### config.mk
export PLATFORM = sky130hd
export DESIGN_NAME = spi_status_irq_regs
export DESIGN_NICKNAME = d
export VERILOG_FILES = /design/src/spi_regs_pkg.sv /design/src/spi_status_irq_regs.sv
export SDC_FILE = /design/constraint.sdc
export NUM_CORES = 1
export LEC_CHECK = 0
export ABC_AREA = 0
export BUFFER_PORTS_ARGS = -buffer_cell sky130_fd_sc_hd__buf_2
export CORE_MARGIN = 4
export CORE_UTILIZATION = 59
export CTS_CLUSTER_SIZE = 40
export DETAILED_ROUTE_END_ITERATION = 7
export GPL_TIMING_DRIVEN = 0
export HOLD_SLACK_MARGIN = 0.02
export PLACE_DENSITY = 0.82
export SLEW_MARGIN = 20
export SYNTH_ARGS = -nofsm -noshare
export SYNTH_HDL_FRONTEND = slang
export SYNTH_SLANG_ARGS = --single-unit
### constraint.sdc
create_clock -name ref_clk -period 5.9 [get_ports ref_clk]
set_input_delay 1.18 -clock ref_clk [delete_from_list [all_inputs] [get_ports ref_clk]]
set_output_delay 1.18 -clock ref_clk [all_outputs]
set_load 0.005 [all_outputs]
### src/spi_regs_pkg.sv
/*
 * constants for the serial peripheral controller: register offsets, field
 * positions, status bit positions, reset values and timing units.
 * assumes a 32-bit apb register bus with byte addresses on paddr.
 */
// Summary of operation
// receive code field shows select lines at transfer end in master, else zero
// software writes each transmit word right-aligned in bits 15..0
// per-word select code is used only when variable select mode is 1
// decoding off: select lines follow priority of the code; 1111 selects none
// decoding on: select lines equal the four-bit code directly
// in variable select mode, final-transfer flag releases the select line after the word, even if held
// receive-full sets on receive load, clears on receive holding read
// transmit-empty clears on write, sets on move; zero while disabled
// mode-fault sets on a detected fault, clears on status read
// overrun sets on a second load without read, clears on status read
// receive-count-done sets when receive counter reaches zero, cleared by write
// transmit-count-done sets when transmit counter reaches zero, cleared by write
// buffers-exhausted flags are high exactly when both counters are zero
// slave-select-rise sets on rising slave select, clears on status read
// transmitter-idle clears on write, sets when all empty and delay done
// enable-state bit 16 reads one while enabled
// writing one to interrupt-enable sets that mask bit
// writing one to interrupt-disable clears that mask bit
// interrupt-mask view returns the mask in status layout
// variable select takes code per word; fixed takes mode register code
// hold-select keeps the line active until another select is requested
// status register resets to 0x000000f0
// interrupt output is high when any flag is set with its mask bit
package spi_regs_pkg;
   // register byte offsets
   localparam logic [7:0] OFF_CTRL = 8'h00;
   localparam logic [7:0] OFF_MODE = 8'h04;
   localparam logic [7:0] OFF_RX_HOLDING = 8'h08;
   localparam logic [7:0] OFF_TX_HOLDING = 8'h0c;
   localparam logic [7:0] OFF_STATUS_FLAGS = 8'h10;
   localparam logic [7:0] OFF_IRQ_ENABLE_SET = 8'h14;
   localparam logic [7:0] OFF_IRQ_ENABLE_CLEAR = 8'h18;
   localparam logic [7:0] OFF_IRQ_ENABLE_VIEW = 8'h1c;
   localparam logic [3:0] CSR_PAGE = 4'h3; // 0x30..0x3c, index in addr[3:2]
   // control fields
   localparam int CTRL_ENABLE = 0;
   localparam int CTRL_DISABLE = 1;
   localparam int CTRL_SOFT_RESET = 7;
   localparam int CTRL_FINAL = 24;
   // mode fields
   localparam int MODE_MASTER = 0;
   localparam int MODE_VAR_SELECT = 1;
   localparam int MODE_DECODE = 2;
   localparam int MODE_NO_FAULT = 4;
   localparam int MODE_LOOPBACK = 7;
   localparam int MODE_CODE_LSB = 16;
   // transmit holding fields
   localparam int TX_WORD_W = 16;
   localparam int TX_CODE_LSB = 16;
   localparam int TX_FINAL = 24;
   // chip select register fields
   localparam int CSR_HOLD = 3;
   localparam int CSR_BITS_LSB = 4;
   localparam int CSR_SCBR_LSB = 8;
   localparam int CSR_DLYBCT_LSB = 24;
   // status bit positions
   localparam int ST_RX_FULL = 0;
   localparam int ST_TX_EMPTY = 1;
   localparam int ST_FAULT = 2;
   localparam int ST_OVERRUN = 3;
   localparam int ST_RX_DONE = 4;
   localparam int ST_TX_DONE = 5;
   localparam int ST_RX_EXH = 6;
   localparam int ST_TX_EXH = 7;
   localparam int ST_SS_RISE = 8;
   localparam int ST_IDLE_FLAG = 9;
   localparam int ST_ENABLE = 16;
   localparam int IRQ_SRC_W = 10;
   localparam logic [31:0] STATUS_RESET = 32'h000000f0;
   localparam logic [3:0] CS_NONE = 4'hf;
   localparam logic [4:0] MIN_BITS = 5'h08;
   localparam logic [4:0] MAX_BITS = 5'h10;
   localparam int GAP_UNIT = 32; // inter-transfer delay unit, ref_clk cycles
   typedef enum logic [1:0] {
      ST_IDLE = 2'b00,
      ST_SHIFT = 2'b01,
      ST_GAP = 2'b10
   } xfer_state_t;
endpackage : spi_regs_pkg

### src/spi_status_irq_regs.sv
/*
 * serial peripheral controller core: apb register file, status and
 * interrupt mask logic, chip select generation and a small master shifter.
 * assumes apb master on ref_clk, dma counters from logic on ref_clk, and
 * miso / slave select arriving asynchronously from pins.
 */
// Chosen here: the placing of the registers and the APB slave port.
`timescale 1ns/1ps
module spi_status_irq_regs #(
   parameter int CNT_W = 16
) (
   input wire logic ref_clk,
   input wire logic reset,
   input wire logic [7:0] paddr,
   input wire logic psel,
   input wire logic penable,
   input wire logic pwrite,
   input wire logic [31:0] pwdata,
   output logic [31:0] prdata,
   output logic pready,
   output logic pslverr,
   output logic spck,
   output logic mosi,
   input wire logic miso,
   input wire logic slave_select_input,
   output logic [3:0] chip_select_lines,
   input wire logic [CNT_W-1:0] receive_counter,
   input wire logic [CNT_W-1:0] receive_next_counter,
   input wire logic [CNT_W-1:0] transmit_counter,
   input wire logic [CNT_W-1:0] transmit_next_counter,
   input wire logic receive_counter_write,
   input wire logic transmit_counter_write,
   output logic irq
);
   import spi_regs_pkg::*;

   // priority encoding of a select code onto the active-low lines
   function automatic logic [3:0] prio_lines(input logic [3:0] code);
      logic [3:0] r;
      r = CS_NONE;
      if (!code[0]) r = 4'he;
      else if (!code[1]) r = 4'hd;
      else if (!code[2]) r = 4'hb;
      else if (!code[3]) r = 4'h7;
      return r;
   endfunction : prio_lines

   // which chip select register governs a code
   function automatic logic [1:0] csr_index(input logic [3:0] code,
                                             input logic dec);
      logic [1:0] r;
      r = 2'h3;
      if (dec) r = code[3:2];
      else if (!code[0]) r = 2'h0;
      else if (!code[1]) r = 2'h1;
      else if (!code[2]) r = 2'h2;
      return r;
   endfunction : csr_index

   xfer_state_t state;
   logic [31:0] mode_reg;
   logic [31:0] csr [0:3];
   logic [31:0] tx_hold;
   logic tx_full;
   logic [15:0] rx_data;
   logic [3:0] rx_code;
   logic enabled;
   logic dis_pending;
   logic rx_full, tx_empty, fault, overrun, rx_done, tx_done;
   logic ss_rise, idle_flag;
   logic [IRQ_SRC_W-1:0] mask;
   logic miso_m, miso_s, ss_m, ss_s, ss_d;
   logic rx_zero_d, tx_zero_d;
   logic [15:0] tx_sh, rx_sh;
   logic [4:0] nbits, bit_cnt;
   logic [7:0] div_cnt, half_div;
   logic [12:0] gap_cnt;
   logic [3:0] cur_code;
   logic [1:0] cur_idx;
   logic cs_active, sh_final;

   // apb decode; the slave never inserts wait states
   wire setup = psel & ~penable;
   wire access = psel & penable;
   wire wr = access & pwrite;
   wire rd = access & ~pwrite;
   wire hit_ctrl = paddr == OFF_CTRL;
   wire hit_mode = paddr == OFF_MODE;
   wire hit_rx = paddr == OFF_RX_HOLDING;
   wire hit_tx = paddr == OFF_TX_HOLDING;
   wire hit_stat = paddr == OFF_STATUS_FLAGS;
   wire hit_ies = paddr == OFF_IRQ_ENABLE_SET;
   wire hit_iec = paddr == OFF_IRQ_ENABLE_CLEAR;
   wire hit_iev = paddr == OFF_IRQ_ENABLE_VIEW;
   wire hit_csr = (paddr[7:4] == CSR_PAGE) & (paddr[1:0] == 2'h0);
   wire mapped = hit_ctrl | hit_mode | hit_rx | hit_tx | hit_stat |
                 hit_ies | hit_iec | hit_iev | hit_csr;
   wire wr_ctrl = wr & hit_ctrl;
   wire wr_tx = wr & hit_tx;
   wire rd_rx = rd & hit_rx;
   wire rd_stat = rd & hit_stat;
   wire soft_reset = wr_ctrl & pwdata[CTRL_SOFT_RESET];
   wire rst_all = reset | soft_reset; // dma counters live outside, untouched
   wire cmd_dis = wr_ctrl & pwdata[CTRL_DISABLE];
   wire cmd_en = wr_ctrl & pwdata[CTRL_ENABLE] & ~pwdata[CTRL_DISABLE];
   assign pready = 1'b1;
   assign pslverr = access & ~mapped;

   // mode decode
   wire master = mode_reg[MODE_MASTER];
   wire dec = mode_reg[MODE_DECODE];
   wire [3:0] word_code = mode_reg[MODE_VAR_SELECT] ?
                          tx_hold[TX_CODE_LSB+:4] :
                          mode_reg[MODE_CODE_LSB+:4];
   wire [1:0] word_idx = csr_index(word_code, dec);
   wire [31:0] word_csr = csr[word_idx];
   wire [4:0] word_bits_raw = MIN_BITS + {1'b0, word_csr[CSR_BITS_LSB+:4]};
   wire [4:0] word_bits = (word_bits_raw > MAX_BITS) ? MAX_BITS :
                          word_bits_raw; // reserved widths clamp to 16
   wire cur_hold = csr[cur_idx][CSR_HOLD];
   wire [7:0] word_scbr = word_csr[CSR_SCBR_LSB+:8];
   wire [7:0] cur_dlybct = csr[cur_idx][CSR_DLYBCT_LSB+:8];

   // select lines: direct code with decoding on, priority code otherwise
   wire [3:0] drive_lines = dec ? cur_code : prio_lines(cur_code);
   assign chip_select_lines = cs_active ? drive_lines : CS_NONE;

   // status word and counters; exhaustion flags are live comparisons
   wire rx_zero = receive_counter == '0;
   wire tx_zero = transmit_counter == '0;
   wire rx_bufs_ex = rx_zero & (receive_next_counter == '0);
   wire tx_bufs_ex = tx_zero & (transmit_next_counter == '0);
   wire [IRQ_SRC_W-1:0] flags = {idle_flag, ss_rise, tx_bufs_ex, rx_bufs_ex,
                                 tx_done, rx_done, overrun, fault,
                                 tx_empty, rx_full};
   wire [31:0] status_word = {15'h0, enabled, 6'h0, flags};
   assign irq = |(flags & mask);

   // transfer control
   wire start = enabled & master & tx_full & (state == ST_IDLE);
   wire [7:0] half_now = (word_scbr == 8'h00) ? 8'h01 : word_scbr; // next word
   wire div_tick = (state == ST_SHIFT) & (div_cnt == half_div - 8'h01);
   wire last_bit = div_tick & spck & (bit_cnt == nbits - 5'h01);
   wire rx_load = last_bit;
   wire gap_end = (state == ST_GAP) & (gap_cnt == 13'h0000);
   wire release_cs = gap_end & (sh_final | ~cur_hold);
   wire miso_bit = mode_reg[MODE_LOOPBACK] ? mosi : miso_s;
   wire fault_cond = enabled & master & ~mode_reg[MODE_NO_FAULT] & ~ss_s;
   wire ss_edge = ss_s & ~ss_d;
   wire en_drop = fault_cond | ((cmd_dis | dis_pending) & (state == ST_IDLE));

   // read mux; reserved and write-only locations read zero
   wire [3:0] rx_code_view = master ? rx_code : 4'h0;
   wire [31:0] rd_mux =
      hit_mode ? mode_reg :
      hit_rx ? {12'h000, rx_code_view, rx_data} :
      hit_stat ? status_word :
      hit_iev ? {{(32-IRQ_SRC_W){1'b0}}, mask} :
      hit_csr ? csr[paddr[3:2]] : 32'h0000_0000;

   // read data is captured in the setup cycle so it is steady in access
   always_ff @(posedge ref_clk) begin
      if (reset) prdata <= 32'h0000_0000;
      else if (setup) prdata <= rd_mux;
   end

   // pin synchronisers; only the second stages and the ss_d delay feed logic
   always_ff @(posedge ref_clk) begin
      if (reset) begin
         miso_m <= 1'b0;
         miso_s <= 1'b0;
         ss_m <= 1'b1;
         ss_s <= 1'b1;
         ss_d <= 1'b1;
      end else begin
         miso_m <= miso;
         miso_s <= miso_m;
         ss_m <= slave_select_input;
         ss_s <= ss_m;
         ss_d <= ss_s;
      end
   end

   // configuration registers
   always_ff @(posedge ref_clk) begin
      if (rst_all) begin
         mode_reg <= 32'h0000_0000;
         for (int i = 0; i < 4; i++) csr[i] <= 32'h0000_0000;
      end else if (wr & hit_mode) begin
         mode_reg <= pwdata;
      end else if (wr & hit_csr) begin
         csr[paddr[3:2]] <= pwdata;
      end
   end

   // interrupt mask: set-only and clear-only write ports
   always_ff @(posedge ref_clk) begin
      if (rst_all) mask <= '0;
      else if (wr & hit_ies) mask <= mask | pwdata[IRQ_SRC_W-1:0];
      else if (wr & hit_iec) mask <= mask & ~pwdata[IRQ_SRC_W-1:0];
   end

   // enable state; disable waits for the shifter, a fault stops at once
   always_ff @(posedge ref_clk) begin
      if (rst_all) begin
         enabled <= 1'b0;
         dis_pending <= 1'b0;
      end else if (fault_cond) begin
         enabled <= 1'b0;
         dis_pending <= 1'b0;
      end else if (cmd_dis | dis_pending) begin
         dis_pending <= (state != ST_IDLE);
         enabled <= enabled & (state != ST_IDLE);
      end else if (cmd_en) begin
         enabled <= 1'b1;
      end
   end

   // transmit holding register; a later write overwrites an unsent word
   always_ff @(posedge ref_clk) begin
      if (rst_all) begin
         tx_hold <= 32'h0000_0000;
         tx_full <= 1'b0;
      end else if (wr_tx) begin
         tx_hold <= pwdata;
         tx_full <= 1'b1;
      end else begin
         if (start) tx_full <= 1'b0;
         if (wr_ctrl & pwdata[CTRL_FINAL]) tx_hold[TX_FINAL] <= 1'b1;
      end
   end

   // transmit-empty: a write that lands with a move leaves new data pending
   always_ff @(posedge ref_clk) begin
      if (rst_all) tx_empty <= 1'b0;
      else if (wr_tx) tx_empty <= 1'b0;
      else if (~enabled & ~cmd_en | en_drop) tx_empty <= 1'b0;
      else if (start | cmd_en) tx_empty <= 1'b1;
   end

   // transmitter idle flag
   wire idle_set = enabled & (state == ST_IDLE) & ~tx_full & ~start;
   always_ff @(posedge ref_clk) begin
      if (rst_all) idle_flag <= 1'b0;
      else if (wr_tx) idle_flag <= 1'b0;
      else if (idle_set) idle_flag <= 1'b1;
   end

   // receive holding and its flags; hardware sets win over clears
   always_ff @(posedge ref_clk) begin
      if (rst_all) begin
         rx_data <= 16'h0000;
         rx_code <= 4'h0;
         rx_full <= 1'b0;
         overrun <= 1'b0;
      end else begin
         if (rx_load) begin
            rx_data <= rx_sh; // last bit already taken on the rising tick
            rx_code <= chip_select_lines;
         end
         if (rx_load) rx_full <= 1'b1;
         else if (rd_rx) rx_full <= 1'b0;
         if (rx_load & rx_full & ~rd_rx) overrun <= 1'b1;
         else if (rd_stat) overrun <= 1'b0;
      end
   end

   // event flags cleared by status read or by dma counter writes
   always_ff @(posedge ref_clk) begin
      if (rst_all) begin
         fault <= STATUS_RESET[ST_FAULT];
         ss_rise <= STATUS_RESET[ST_SS_RISE];
         rx_done <= STATUS_RESET[ST_RX_DONE];
         tx_done <= STATUS_RESET[ST_TX_DONE];
         rx_zero_d <= 1'b1;
         tx_zero_d <= 1'b1;
      end else begin
         rx_zero_d <= rx_zero;
         tx_zero_d <= tx_zero;
         if (fault_cond) fault <= 1'b1;
         else if (rd_stat) fault <= 1'b0;
         if (ss_edge) ss_rise <= 1'b1;
         else if (rd_stat) ss_rise <= 1'b0;
         if (rx_zero & ~rx_zero_d) rx_done <= 1'b1;
         else if (receive_counter_write) rx_done <= 1'b0;
         if (tx_zero & ~tx_zero_d) tx_done <= 1'b1;
         else if (transmit_counter_write) tx_done <= 1'b0;
      end
   end

   // shifter: mode 0 timing, msb first, half period of scbr cycles
   always_ff @(posedge ref_clk) begin
      if (rst_all) begin
         state <= ST_IDLE;
         tx_sh <= 16'h0000;
         rx_sh <= 16'h0000;
         nbits <= MIN_BITS;
         bit_cnt <= 5'h00;
         div_cnt <= 8'h00;
         half_div <= 8'h01;
         gap_cnt <= 13'h0000;
         spck <= 1'b0;
         mosi <= 1'b0;
         cur_code <= CS_NONE;
         cur_idx <= 2'h0;
         cs_active <= 1'b0;
         sh_final <= 1'b0;
      end else begin
         unique case (state)
            ST_IDLE: begin
               if (start) begin
                  tx_sh <= tx_hold[15:0] << (MAX_BITS - word_bits);
                  mosi <= tx_hold[word_bits - 5'h01];
                  rx_sh <= 16'h0000;
                  nbits <= word_bits;
                  bit_cnt <= 5'h00;
                  div_cnt <= 8'h00;
                  cur_code <= word_code;
                  cur_idx <= word_idx;
                  cs_active <= 1'b1;
                  sh_final <= mode_reg[MODE_VAR_SELECT] & tx_hold[TX_FINAL];
                  state <= ST_SHIFT;
               end
               half_div <= half_now;
            end
            ST_SHIFT: begin
               if (div_tick) begin
                  div_cnt <= 8'h00;
                  spck <= ~spck;
                  if (!spck) begin
                     rx_sh <= {rx_sh[14:0], miso_bit};
                  end else begin
                     tx_sh <= {tx_sh[14:0], 1'b0};
                     mosi <= tx_sh[14];
                     bit_cnt <= bit_cnt + 5'h01;
                  end
               end else begin
                  div_cnt <= div_cnt + 8'h01;
               end
               if (last_bit) begin
                  gap_cnt <= 13'(GAP_UNIT * cur_dlybct);
                  state <= ST_GAP;
               end
            end
            ST_GAP: begin
               if (gap_end) begin
                  if (release_cs) cs_active <= 1'b0;
                  sh_final <= 1'b0;
                  state <= ST_IDLE;
               end else begin
                  gap_cnt <= gap_cnt - 13'h0001;
               end
            end
            default: state <= ST_IDLE;
         endcase
         if (fault_cond) cs_active <= 1'b0;
      end
   end

   // checks on the logic above
   AST_RX_FULL_SET: assert property (@(posedge ref_clk) disable iff (rst_all)
      rx_load |=> rx_full ##1 (rx_full || $past(rd_rx)))
      else $error("receive full not raised on load");
   AST_RX_FULL_CLR: assert property (@(posedge ref_clk) disable iff (rst_all)
      rd_rx && !rx_load |=> !rx_full)
      else $error("receive full not cleared by read");
   AST_OVERRUN: assert property (@(posedge ref_clk) disable iff (rst_all)
      rx_load && rx_full && !rd_rx |=> overrun && status_word[ST_OVERRUN])
      else $error("overrun missed");
   AST_TX_EMPTY_WR: assert property (@(posedge ref_clk) disable iff (rst_all)
      wr_tx |=> !tx_empty && !idle_flag && tx_full)
      else $error("transmit write did not clear empty flags");
   AST_TX_EMPTY_DIS: assert property (@(posedge ref_clk) disable iff (rst_all)
      !enabled && !$past(cmd_en) |-> !tx_empty)
      else $error("transmit empty high while disabled");
   AST_LINES_DIRECT: assert property (@(posedge ref_clk) disable iff (rst_all)
      cs_active && dec |-> chip_select_lines == cur_code)
      else $error("decoded select lines differ from code");
   AST_LINES_PRIO: assert property (@(posedge ref_clk) disable iff (rst_all)
      cs_active && !dec && cur_code[1:0] == 2'b01 |->
      chip_select_lines == 4'hd)
      else $error("priority select lines wrong");
   AST_FINAL_RELEASE: assert property (@(posedge ref_clk)
      disable iff (rst_all)
      gap_end && sh_final |=> chip_select_lines == CS_NONE)
      else $error("final transfer did not release select");
   AST_MASK_SET: assert property (@(posedge ref_clk) disable iff (rst_all)
      wr && hit_ies |=> (mask & $past(pwdata[IRQ_SRC_W-1:0])) ==
      $past(pwdata[IRQ_SRC_W-1:0]))
      else $error("enable write did not set mask");
   AST_MASK_CLR: assert property (@(posedge ref_clk) disable iff (rst_all)
      wr && hit_iec |=> (mask & $past(pwdata[IRQ_SRC_W-1:0])) == '0)
      else $error("disable write did not clear mask");
   AST_SS_RISE_IRQ: assert property (@(posedge ref_clk) disable iff (rst_all)
      ss_edge && mask[ST_SS_RISE] |=> irq)
      else $error("slave select rise did not raise interrupt");
   AST_RX_CODE_SLAVE: assert property (@(posedge ref_clk)
      disable iff (rst_all)
      setup && hit_rx && !master |=> prdata[19:16] == 4'h0)
      else $error("receive code nonzero outside master");
   AST_IDLE_GAP: assert property (@(posedge ref_clk) disable iff (rst_all)
      state == ST_GAP && !$past(wr_tx) && $past(state) == ST_SHIFT |->
      !idle_flag)
      else $error("idle flag set during transfer delay");
endmodule : spi_status_irq_regs

**Yosys cells after proc, flatten, opt, wreduce, memory -nomap -nowiden**

Memory sizes are Yosys's and may differ from the RTL's. A register that Yosys moved wholly into a read port is not among the register bits.
Cells that the tools add are included.

- Register bits after elaboration: 226
- Memory bits (writable): 128
- Bits of input ports: 113
- Output and inout bits: 41
- Memories kept: 1

- Add/sub/neg operators: 8
- Magnitude comparators: 2
- Equality and inequality tests: 20
- Shifts and indexed selects: 1
- Multiplexer cells: 80
- Bitwise operators: 77
- Reduce and logical (&&, ||, !) cells: 37

Memory list:

| memory | depth | width | read ports | clocked after memory_dff | wr ports | RTL line | text |
|---|---|---|---|---|---|---|---|
| csr | 4 | 32 | 3 | 1 | 4 | spi_status_irq_regs.sv:62 | `logic [31:0] csr [0:3];` |

Operators by type and width:

| kind | count |
|---|---|
| $mux 32 | 6 |
| $logic_not 16->1 | 4 |
| $mux 16 | 3 |
| $mux 15 | 3 |
| $and 1x1->1 | 43 |
| $eq 8x5->1 const B | 4 |
| $mux 4 | 8 |
| $pmux 16 s2 | 1 |
| $reduce_or 32->1 | 1 |
| $mux 1 | 30 |
| $pmux 15 s2 | 1 |
| $mux 13 | 2 |
| $pmux 13 s2 | 1 |
| $mux 8 | 3 |
| $reduce_bool 2->1 | 12 |
| $and 10x10->10 | 2 |
| $mux 10 | 2 |
| $mux 5 | 4 |
| $mux 2 | 9 |
| $eq 8x4->1 const B | 2 |
| $logic_not 8->1 | 2 |
| $ne 2x2->1 const B | 8 |
| $not 1->1 | 16 |
| $pmux 8 s2 | 1 |
| 31 further kinds | 57 |

**Longest topological paths before layout**

Gate-level depths: netlist of run 1.
An unclocked memory read counts as a cell.

- Depth after elaboration: 14
- Gate-level depth with buffers: 17

**Least setup slack after synthesis of run 1**

OpenSTA, ideal clock, no wires.

- Kind: input to register
- Start: input port paddr[1]
- End: memory csr[1][0] (enable)
- Setup time: 0.466 ns
- Arrival: 4.429 ns
- Data required time: 5.434 ns
- Slack: 1.006 ns
- Stages: 5
- Cell sequence: nor4_1 and3_1 clkbuf_1 nand2b_1 o21ai_0

RTL lines:

| item | RTL line | text |
|---|---|---|
| start, declared | spi_status_irq_regs.sv:14 | `input wire logic [7:0] paddr,` |
| end, declared | spi_status_irq_regs.sv:62 |  |

**Worst setup path after layout of run 1**

- Start: register mode_reg[2]
- End: register tx_sh[7]

- Word-level cells in the longest chain between the ends: 9

RTL lines:

| item | RTL line | text |
|---|---|---|
| start, declared | spi_status_irq_regs.sv:61 | `logic [31:0] mode_reg;` |
| start signal, assigned | spi_status_irq_regs.sv:190 | `mode_reg <= pwdata;` |
| $mux 2 * | spi_status_irq_regs.sv:53 | `if (dec) r = code[3:2];` |
| $mem_v2 4x32 * | -- |  |
| $add 4x4->5 * | spi_status_irq_regs.sv:117 | `wire [4:0] word_bits_raw = MIN_BITS + {1'b0, word_csr[CSR_BITS_LSB+:4]};` |
| $gt 5x5->1 | spi_status_irq_regs.sv:118 | `wire [4:0] word_bits = (word_bits_raw > MAX_BITS) ? MAX_BITS :` |
| $mux 5 * | spi_status_irq_regs.sv:118 |  |
| $sub 5x5->5 * | spi_status_irq_regs.sv:312 | `tx_sh <= tx_hold[15:0] << (MAX_BITS - word_bits);` |
| $shl 16x5->15 * | spi_status_irq_regs.sv:312 |  |
| $mux 15 * | spi_status_irq_regs.sv:311 | `if (start) begin` |
| $pmux 15 s2 * | spi_status_irq_regs.sv:309 | `unique case (state)` |
| end signal, assigned | spi_status_irq_regs.sv:312 |  |
| end signal, assigned | spi_status_irq_regs.sv:333 | `tx_sh <= {tx_sh[14:0], 1'b0};` |
| end, declared | spi_status_irq_regs.sv:74 | `logic [15:0] tx_sh, rx_sh;` |

Every way passes the cells marked *; elsewhere a longest branch is shown, timed or not. The select of a mux whose other input is x is not followed.
A chain may end at the register's enable or synchronous reset.

==> run_results.csv, run 1 <==
group,metric,value,unit
global_route,grt_pass1_wl,75.9,mm
yosys,synth_top_area_share,0.271,
yosys,synth_nets,1775,
die,core,26800,µm²
worst_setup_path,critPathLaunchType,"register",
final_layout,diodes,0,
pwr,leakage,6.99,nW
min_path,hold_start,"ss_m$_SDFF_PP1_",
clocking,cts_resized,0,
clocking,postCtsSetupBuffers,0,
yosys,yosysMostFrequentCell,"nand2_1",
worst_setup_path,slowest_delay,580,ps
global_route,grtUsageTotal,0.320,
final_layout,largest_register_ffs,128,
pwr,total_power,5.08,mW
final_layout,multiInputGateArea,7220,µm²
worst_setup_path,reg2reg_from,"mode_reg[2]$_SDFFE_PP0P_",
yosys,async_flop_share,0,
yosys,yosysSeqAreaShare,0.511,
yosys,synth_flop_cell,"dfxtp_1",
worst_setup_path,path_class,"reg -> reg",
worst_setup_path,reg2reg_slack,1170,ps
final_layout,regArea,8190,µm²
sta,timing.final.crit_period,4730,ps
yosys,synth_compound_area_frac,0.129,
clocking,clk_pin_slew,60,ps
global_route,antenna_found_initial,0,
clocking,cts_sinks,345,
yosys,synth_area_per_cell,9.68,µm²
outcome,outcome,"completed",
die,pin_count,154,
routing,drtAntennaViolNets,0,
final_layout,stdcell_count,2213,
placement,place.gp.congestion,0.945,
global_route,grt_max_degree,20,
yosys,synthCells,1656,
routing,detail_route.iter0.violations,1948,
routing,vias_per_cell,6.35,
yosys,ys_top_cells_by_area,"dfxtp_1, edfxtp_1, mux4_2",
sta,relSlewSlack,0.237,
final_layout,fill_cells,2001,
routing,drt_wl_total,49.6,mm
worst_setup_path,cp_max_fo,10,
yosys,synth_top_family_by_area,"simple AND/OR/NAND/NOR gates",
pwr,ir_drop,0.000198,V
die,dieArea,29900,µm²
yosys,synth_fa_ha_area_frac,0.00468,
clocking,holdBufCountCts,0,
final_layout,syn_to_final_growth,15.2,%
clocking,clockBufferDepth,3,
sta,tightest_slew,1140,ps
clocking,tritoncts,"built",
pwr,powerDensity,275,nW/µm²
min_path,whs_path_depth,1,
global_route,grt_overflow_total,0,
worst_setup_path,end_kind,"register",
yosys,yosys.area_share.xor_xnor,0.0140,
clocking,clk_latency,520,ps
yosys,netlist_area,16000,µm²
sta,drv_slew,0,
worst_setup_path,cp_cell_sequence,"buf_4, nor2_1, o32ai_2, nand2_1, o221ai_4, and2_4, buf_6, buf_6, inv_2, ha_1, buf_1, clkbuf_1, mux4_2, mux2_2, a221oi_1, nor2_1",
clocking,htreeDepth,2,
worst_setup_path,r2r_cells,16,
die,die_height,173,µm
yosys,synth-edff-count,128,
routing,drc_errors,0,
yosys,synthTopCellsByCount,"nand2_1, dfxtp_1, nor2_1, a21oi_1, edfxtp_1",
placement,dp_hpwl,36.3,mm
global_route,grt_pass1_vias,13400,
routing,routedWlPerCell,22.4,µm
yosys,synth_top_area_cell,"dfxtp_1",
sta,final-hold-violation-count,0,
worst_setup_path,critPathTopFamily,"buffers and inverters",
clocking,cts_buffers,36,
final_layout,nets,1967,
routing,route.vias.total,14100,
worst_setup_path,required,6300,ps
sta,rsz0062_at_grt,"false",
sta,final.period_utilization,0.801,
min_path,holdPathEnd,"ss_s$_SDFF_PP1_",
sta,setup_viol,0,
yosys,synth_cell_types,73,
routing,dr.pass1.iters,7,
die,die_w,173,µm
min_path,hold_path_class,"reg -> reg",
final_layout,drive_above_1_share,0.164,
placement,dp_cells,2151,
die,initial_core_util,0.598,
sta,max_freq,0.212,GHz
sta,clock_skew,17.8,ps
clocking,cts_root_buffer,"clkbuf_16",
worst_setup_path,critPathBufInv,6,
yosys,synth-simple-area-share,0.195,
worst_setup_path,critPathSlowestCell,"o32ai_2",
yosys,yosysWarnings,0,
worst_setup_path,critPathArrivalTime,5130,ps
run,max-cap-violations,0,
placement,portBuffers,150,
die,rows,60,
yosys,muxShareOfSynthArea,0.104,
yosys,synth_seq_cells,345,
worst_setup_path,r2r-end,"tx_sh[7]$_SDFFE_PP0P_",
-- layer usage --
metal | up-vias | part of all wire | global-route usage | wire length (µm)
li1 | 6335 | - | - | -
met1 | 6685 | 0.37 | 0.417 | 18300
met2 | 854 | 0.47 | 0.522 | 23100
met3 | 189 | 0.12 | 0.0756 | 5860
met4 | 0 | 0.047 | 0.131 | 2340
met5 | - | 0 | 0 | 0
-- placed cells by master (no fill, tap or decap), drive strengths merged, types with 25 or more instances in the layout --
cell type | netlist | layout
o21ai | 39 | 39
a211oi | 25 | 25
edfxtp | 128 | 128
mux2i | 31 | 31
nand3 | 57 | 57
buf | 20 | 174
a21oi | 129 | 129
nand2 | 261 | 261
and3 | 45 | 45
clkbuf | 103 | 156
a22oi | 48 | 48
dfxtp | 217 | 217
inv | 48 | 50
nor2 | 206 | 206
nor3 | 36 | 36
mux4 | 56 | 56
-- power by group --
group	internal (mW)	switching (mW)	total, mW
Clock	1.23	0.926	2.15
Combinational	0.136	0.222	0.358
Sequential	2.53	0.0359	2.56
-- area by class of cell --
cell class | count | share of cell area
sequential | 345 | 0.444
multi-input combinational | 1140 | 0.391
clock buffer | 53 | 0.0567
timing repair buffer | 154 | 0.0460
buffer | 123 | 0.0269
tap | 341 | 0.0231
inverter | 48 | 0.00976
clock inverter | 9 | 0.00278
-- cell families after synthesis --
group                      Yosys count
xor gates and xnor gates            24
buffers and inverters              171
and+or+nand+nor                    698
muxes                               95
other                                1
AOI/OAI and AO/OA                  316
DFF                                345
adders and majority gates            6
-- metrics by stage --
| step | setup TNS [ps] | cell area, µm² | setup WS, ps | utilization | hold slack [ps] |
|---|---|---|---|---|---|
| CTS | 0 | 18400 | 1300 | 0.688 | 416 |
| detailed placement | 0 | 17400 | 875 | 0.647 | 406 |
| global placement | -129460 | 17200 | -1130 | 0.642 | 397 |
| finish | 0 | 18500 | 1170 | 0.689 | 414 |
| floorplan | 0 | 16000 | 1010 | - | 389 |
| global route | 0 | 18500 | 944 | 0.689 | 437 |
-- worst max-delay path by stage --
stage	from	to	slack [ps]	cells after the start
global route	paddr[1]	csr[1][27]$_SDFFCE_PN0P_	940	11
CTS	mode_reg[2]$_SDFFE_PP0P_	tx_sh[7]$_SDFFE_PP0P_	1300	16
global placement	paddr[2]	csr[1][9]$_SDFFCE_PN0P_	-1130	5
detailed placement	paddr[1]	csr[1][21]$_SDFFCE_PN0P_	870	9
finish	mode_reg[2]$_SDFFE_PP0P_	tx_sh[7]$_SDFFE_PP0P_	1170	16
floorplan	paddr[1]	csr[1][0]$_SDFFCE_PN0P_	1010	5
(Power assumes the default switching activity.)
==> run 2, diff against run 1 <==
- ABC_AREA: 0 -> 1
- CORE_UTILIZATION: 59 -> 60
- PLACE_DENSITY: 0.82 -> 0.84
- clock period: 5.9 -> 4.6 ns (I/O delays scaled with it)
==> run 2 against run 1 <==
Compared with the run above: core utilization is 1.9 points higher; hold slack worse by 5.5 ps; power is 30% higher; wire length is 11% higher; combinational power is 39% higher; critical path type is now in -> reg; critical endpoint is now csr[0][31]$_SDFFCE_PN0P_.
==> run_results.csv, run 2 <==
group,metric,value,unit
global_route,grt_overflow_total,0,
final_layout,nets,2320,
global_route,met1_usage,0.455,
pwr,ir_drop,0.000371,V
routing,drtAntennaViolNets,0,
yosys,synthCells,2008,
worst_setup_path,critPathArrivalTime,4100,ps
sta,tightest_slew,1120,ps
sta,clock_skew,17.4,ps
global_route,grt_pass1_vias,15400,
global_route,grtUsageTotal,0.353,
yosys,yosysWarnings,0,
routing,vias_per_cell,6.32,
yosys,async_flop_share,0,
clocking,cts_root_buffer,"clkbuf_16",
worst_setup_path,critPathLaunchType,"input port",
outcome,outcome,"completed",
yosys,synth_top_area_cell,"dfxtp_1",
worst_setup_path,slowest_delay,520,ps
placement,portBuffers,152,
global_route,grt.met2_usage,0.563,
yosys,synthTopCellsByCount,"nand2_1, a21oi_1, dfxtp_1, nor2_1, inv_1",
sta,relSlewSlack,0.253,
final_layout,diodes,0,
worst_setup_path,cp_max_fo,22,
clocking,postCtsSetupBuffers,0,
worst_setup_path,critPathTopFamily,"buffers and inverters",
global_route,antenna_found_initial,0,
sta,final.period_utilization,0.844,
worst_setup_path,critPathSlowestCell,"clkbuf_1",
final_layout,fill_cells,2052,
clocking,clk_pin_slew,60,ps
routing,route.vias.total,16200,
clocking,cts_buffers,35,
min_path,hold_path_class,"reg -> reg",
die,rows,59,
placement,dp_cells,2499,
clocking,tritoncts,"built",
die,die_w,173,µm
routing,drc_errors,0,
final_layout,drive_above_1_share,0.131,
die,initial_core_util,0.617,
final_layout,regArea,8190,µm²
sta,max_freq,0.258,GHz
worst_setup_path,path_class,"in -> reg",
final_layout,multiInputGateArea,6910,µm²
die,core,26400,µm²
clocking,clockBufferDepth,3,
yosys,yosysMostFrequentCell,"nand2_1",
worst_setup_path,end_kind,"register",
global_route,top_usage_layer,"met2",
routing,dr.pass1.iters,6,
global_route,met3_usage,0.0834,
final_layout,final_cell_mix,"nand2_1, a21oi_1, dfxtp_1",
worst_setup_path,required,4810,ps
global_route,grt_max_degree,26,
final_layout,final_util,0.708,
final_layout,largest_register_ffs,128,
placement,place_area,17600,µm²
yosys,synth_flop_cell,"dfxtp_1",
routing,routedWlPerCell,21.5,µm
clocking,cts_sinks,345,
worst_setup_path,cp_cell_sequence,"buf_2, nand2_1, nor2_1, inv_1, nor2_1, nand3_1, nand2_1, clkinv_1, clkbuf_1, clkbuf_1, nand2_2, buf_12",
final_layout,final_common_cell,"nand2_1",
yosys,synth_top_area_share,0.267,
yosys,synth_nets,2127,
clocking,holdBufCountCts,0,
yosys,synth-edff-count,128,
sta,rsz0062_at_grt,"false",
routing,detail_route.iter0.violations,2413,
pwr,leakage,7.38,nW
yosys,synth_area_per_cell,8.09,µm²
clocking,clk_latency,530,ps
run,max-cap-violations,0,
yosys,yosysSeqAreaShare,0.504,
sta,drv_slew,0,
global_route,grt_pass1_wl,84.3,mm
final_layout,syn_to_final_growth,14.8,%
placement,place.gp.congestion,1.01,
final_layout,stdcell_count,2562,
final_layout,stdcell_area,18700,µm²
die,die_height,173,µm
die,pin_count,154,
yosys,netlist_area,16200,µm²
yosys,ys_top_cells_by_area,"dfxtp_1, edfxtp_1, nand2_1",
clocking,cts_resized,0,
routing,drt_wl_total,55.1,mm
sta,timing.final.crit_period,3880,ps
die,dieArea,29800,µm²
sta,final-hold-violation-count,0,
sta,setup_viol,0,
yosys,synth_cell_types,54,
pwr,powerDensity,353,nW/µm²
clocking,htreeDepth,2,
yosys,synth_seq_cells,345,
worst_setup_path,critPathBufInv,6,
placement,dp_hpwl,40.1,mm
run 2: cell count changes in the layout (fill, tap and decap cells not counted), moves of 18 or more:
cell	delta
a21oi_1	+89
nor2_1	-24
mux2i_1	-31
and3_1	-45
inv_1	+111
a22oi_1	-18
o21ai_0	+114
nand3_1	+63
nor3_1	+37
nand2_1	+112
clkbuf_1	-18
mux4_2	-56
run 2: cell families after synthesis:
| family | after synthesis | synth area share |
|---|---|---|
| fa+ha+maj | 6 | 0.00462 |
| simple gates | 830 | 0.228 |
| compound gates | 511 | 0.178 |
| other cells | 1 | 0.000231 |
| xor+xnor | 23 | 0.0124 |
| flops | 345 | 0.504 |
| buf+inv | 292 | 0.0726 |
run 2: final cells by class:
type,count,area share
flip-flops and latches,345,0.439
plain buffers,120,0.0286
inverters,172,0.0346
well taps,335,0.0225
clock buffers,51,0.0529
multi-input cells,1371,0.370
clock inverters,12,0.00637
repair buffers,156,0.0459
run 2: path summary, 6_finish.rpt:
| check | from | endpoint | slack [ps] | cells past startpoint |
|---|---|---|---|---|
| max | psel | csr[0][31]$_SDFFCE_PN0P_ | 720 | 12 |
| min | ss_m$_SDFF_PP1_ | ss_s$_SDFF_PP1_ | 410 | 1 |
| max reg2reg | mode_reg[1]$_SDFFE_PP0P_ | tx_sh[10]$_SDFFE_PP0P_ | 960 | 16 |
| min reg2reg | ss_m$_SDFF_PP1_ | ss_s$_SDFF_PP1_ | 410 | 1 |
run 2: power by group:
| group | switching, mW | internal, mW |
|---|---|---|
| combinational | 0.348 | 0.151 |
| clock | 1.20 | 1.61 |
| sequential | 0.0405 | 3.24 |
run 2: per-stage QoR:
stage	worst slack (ps)	power (mW)	TNS, ps	hold slack (ps)
after floorplan	938	3.59	0	388
after global placement	-942	3.80	-72460	392
after detailed placement	312	3.82	0	393
after CTS	862	6.55	0	408
after global routing	651	6.74	0	422
final	718	6.59	0	408
run 2: routing by layer:
layer	vias up	share of wire
met5	-	0
met4	0	0.058
met3	257	0.13
met2	1212	0.44
met1	7451	0.37
li1	7276	-
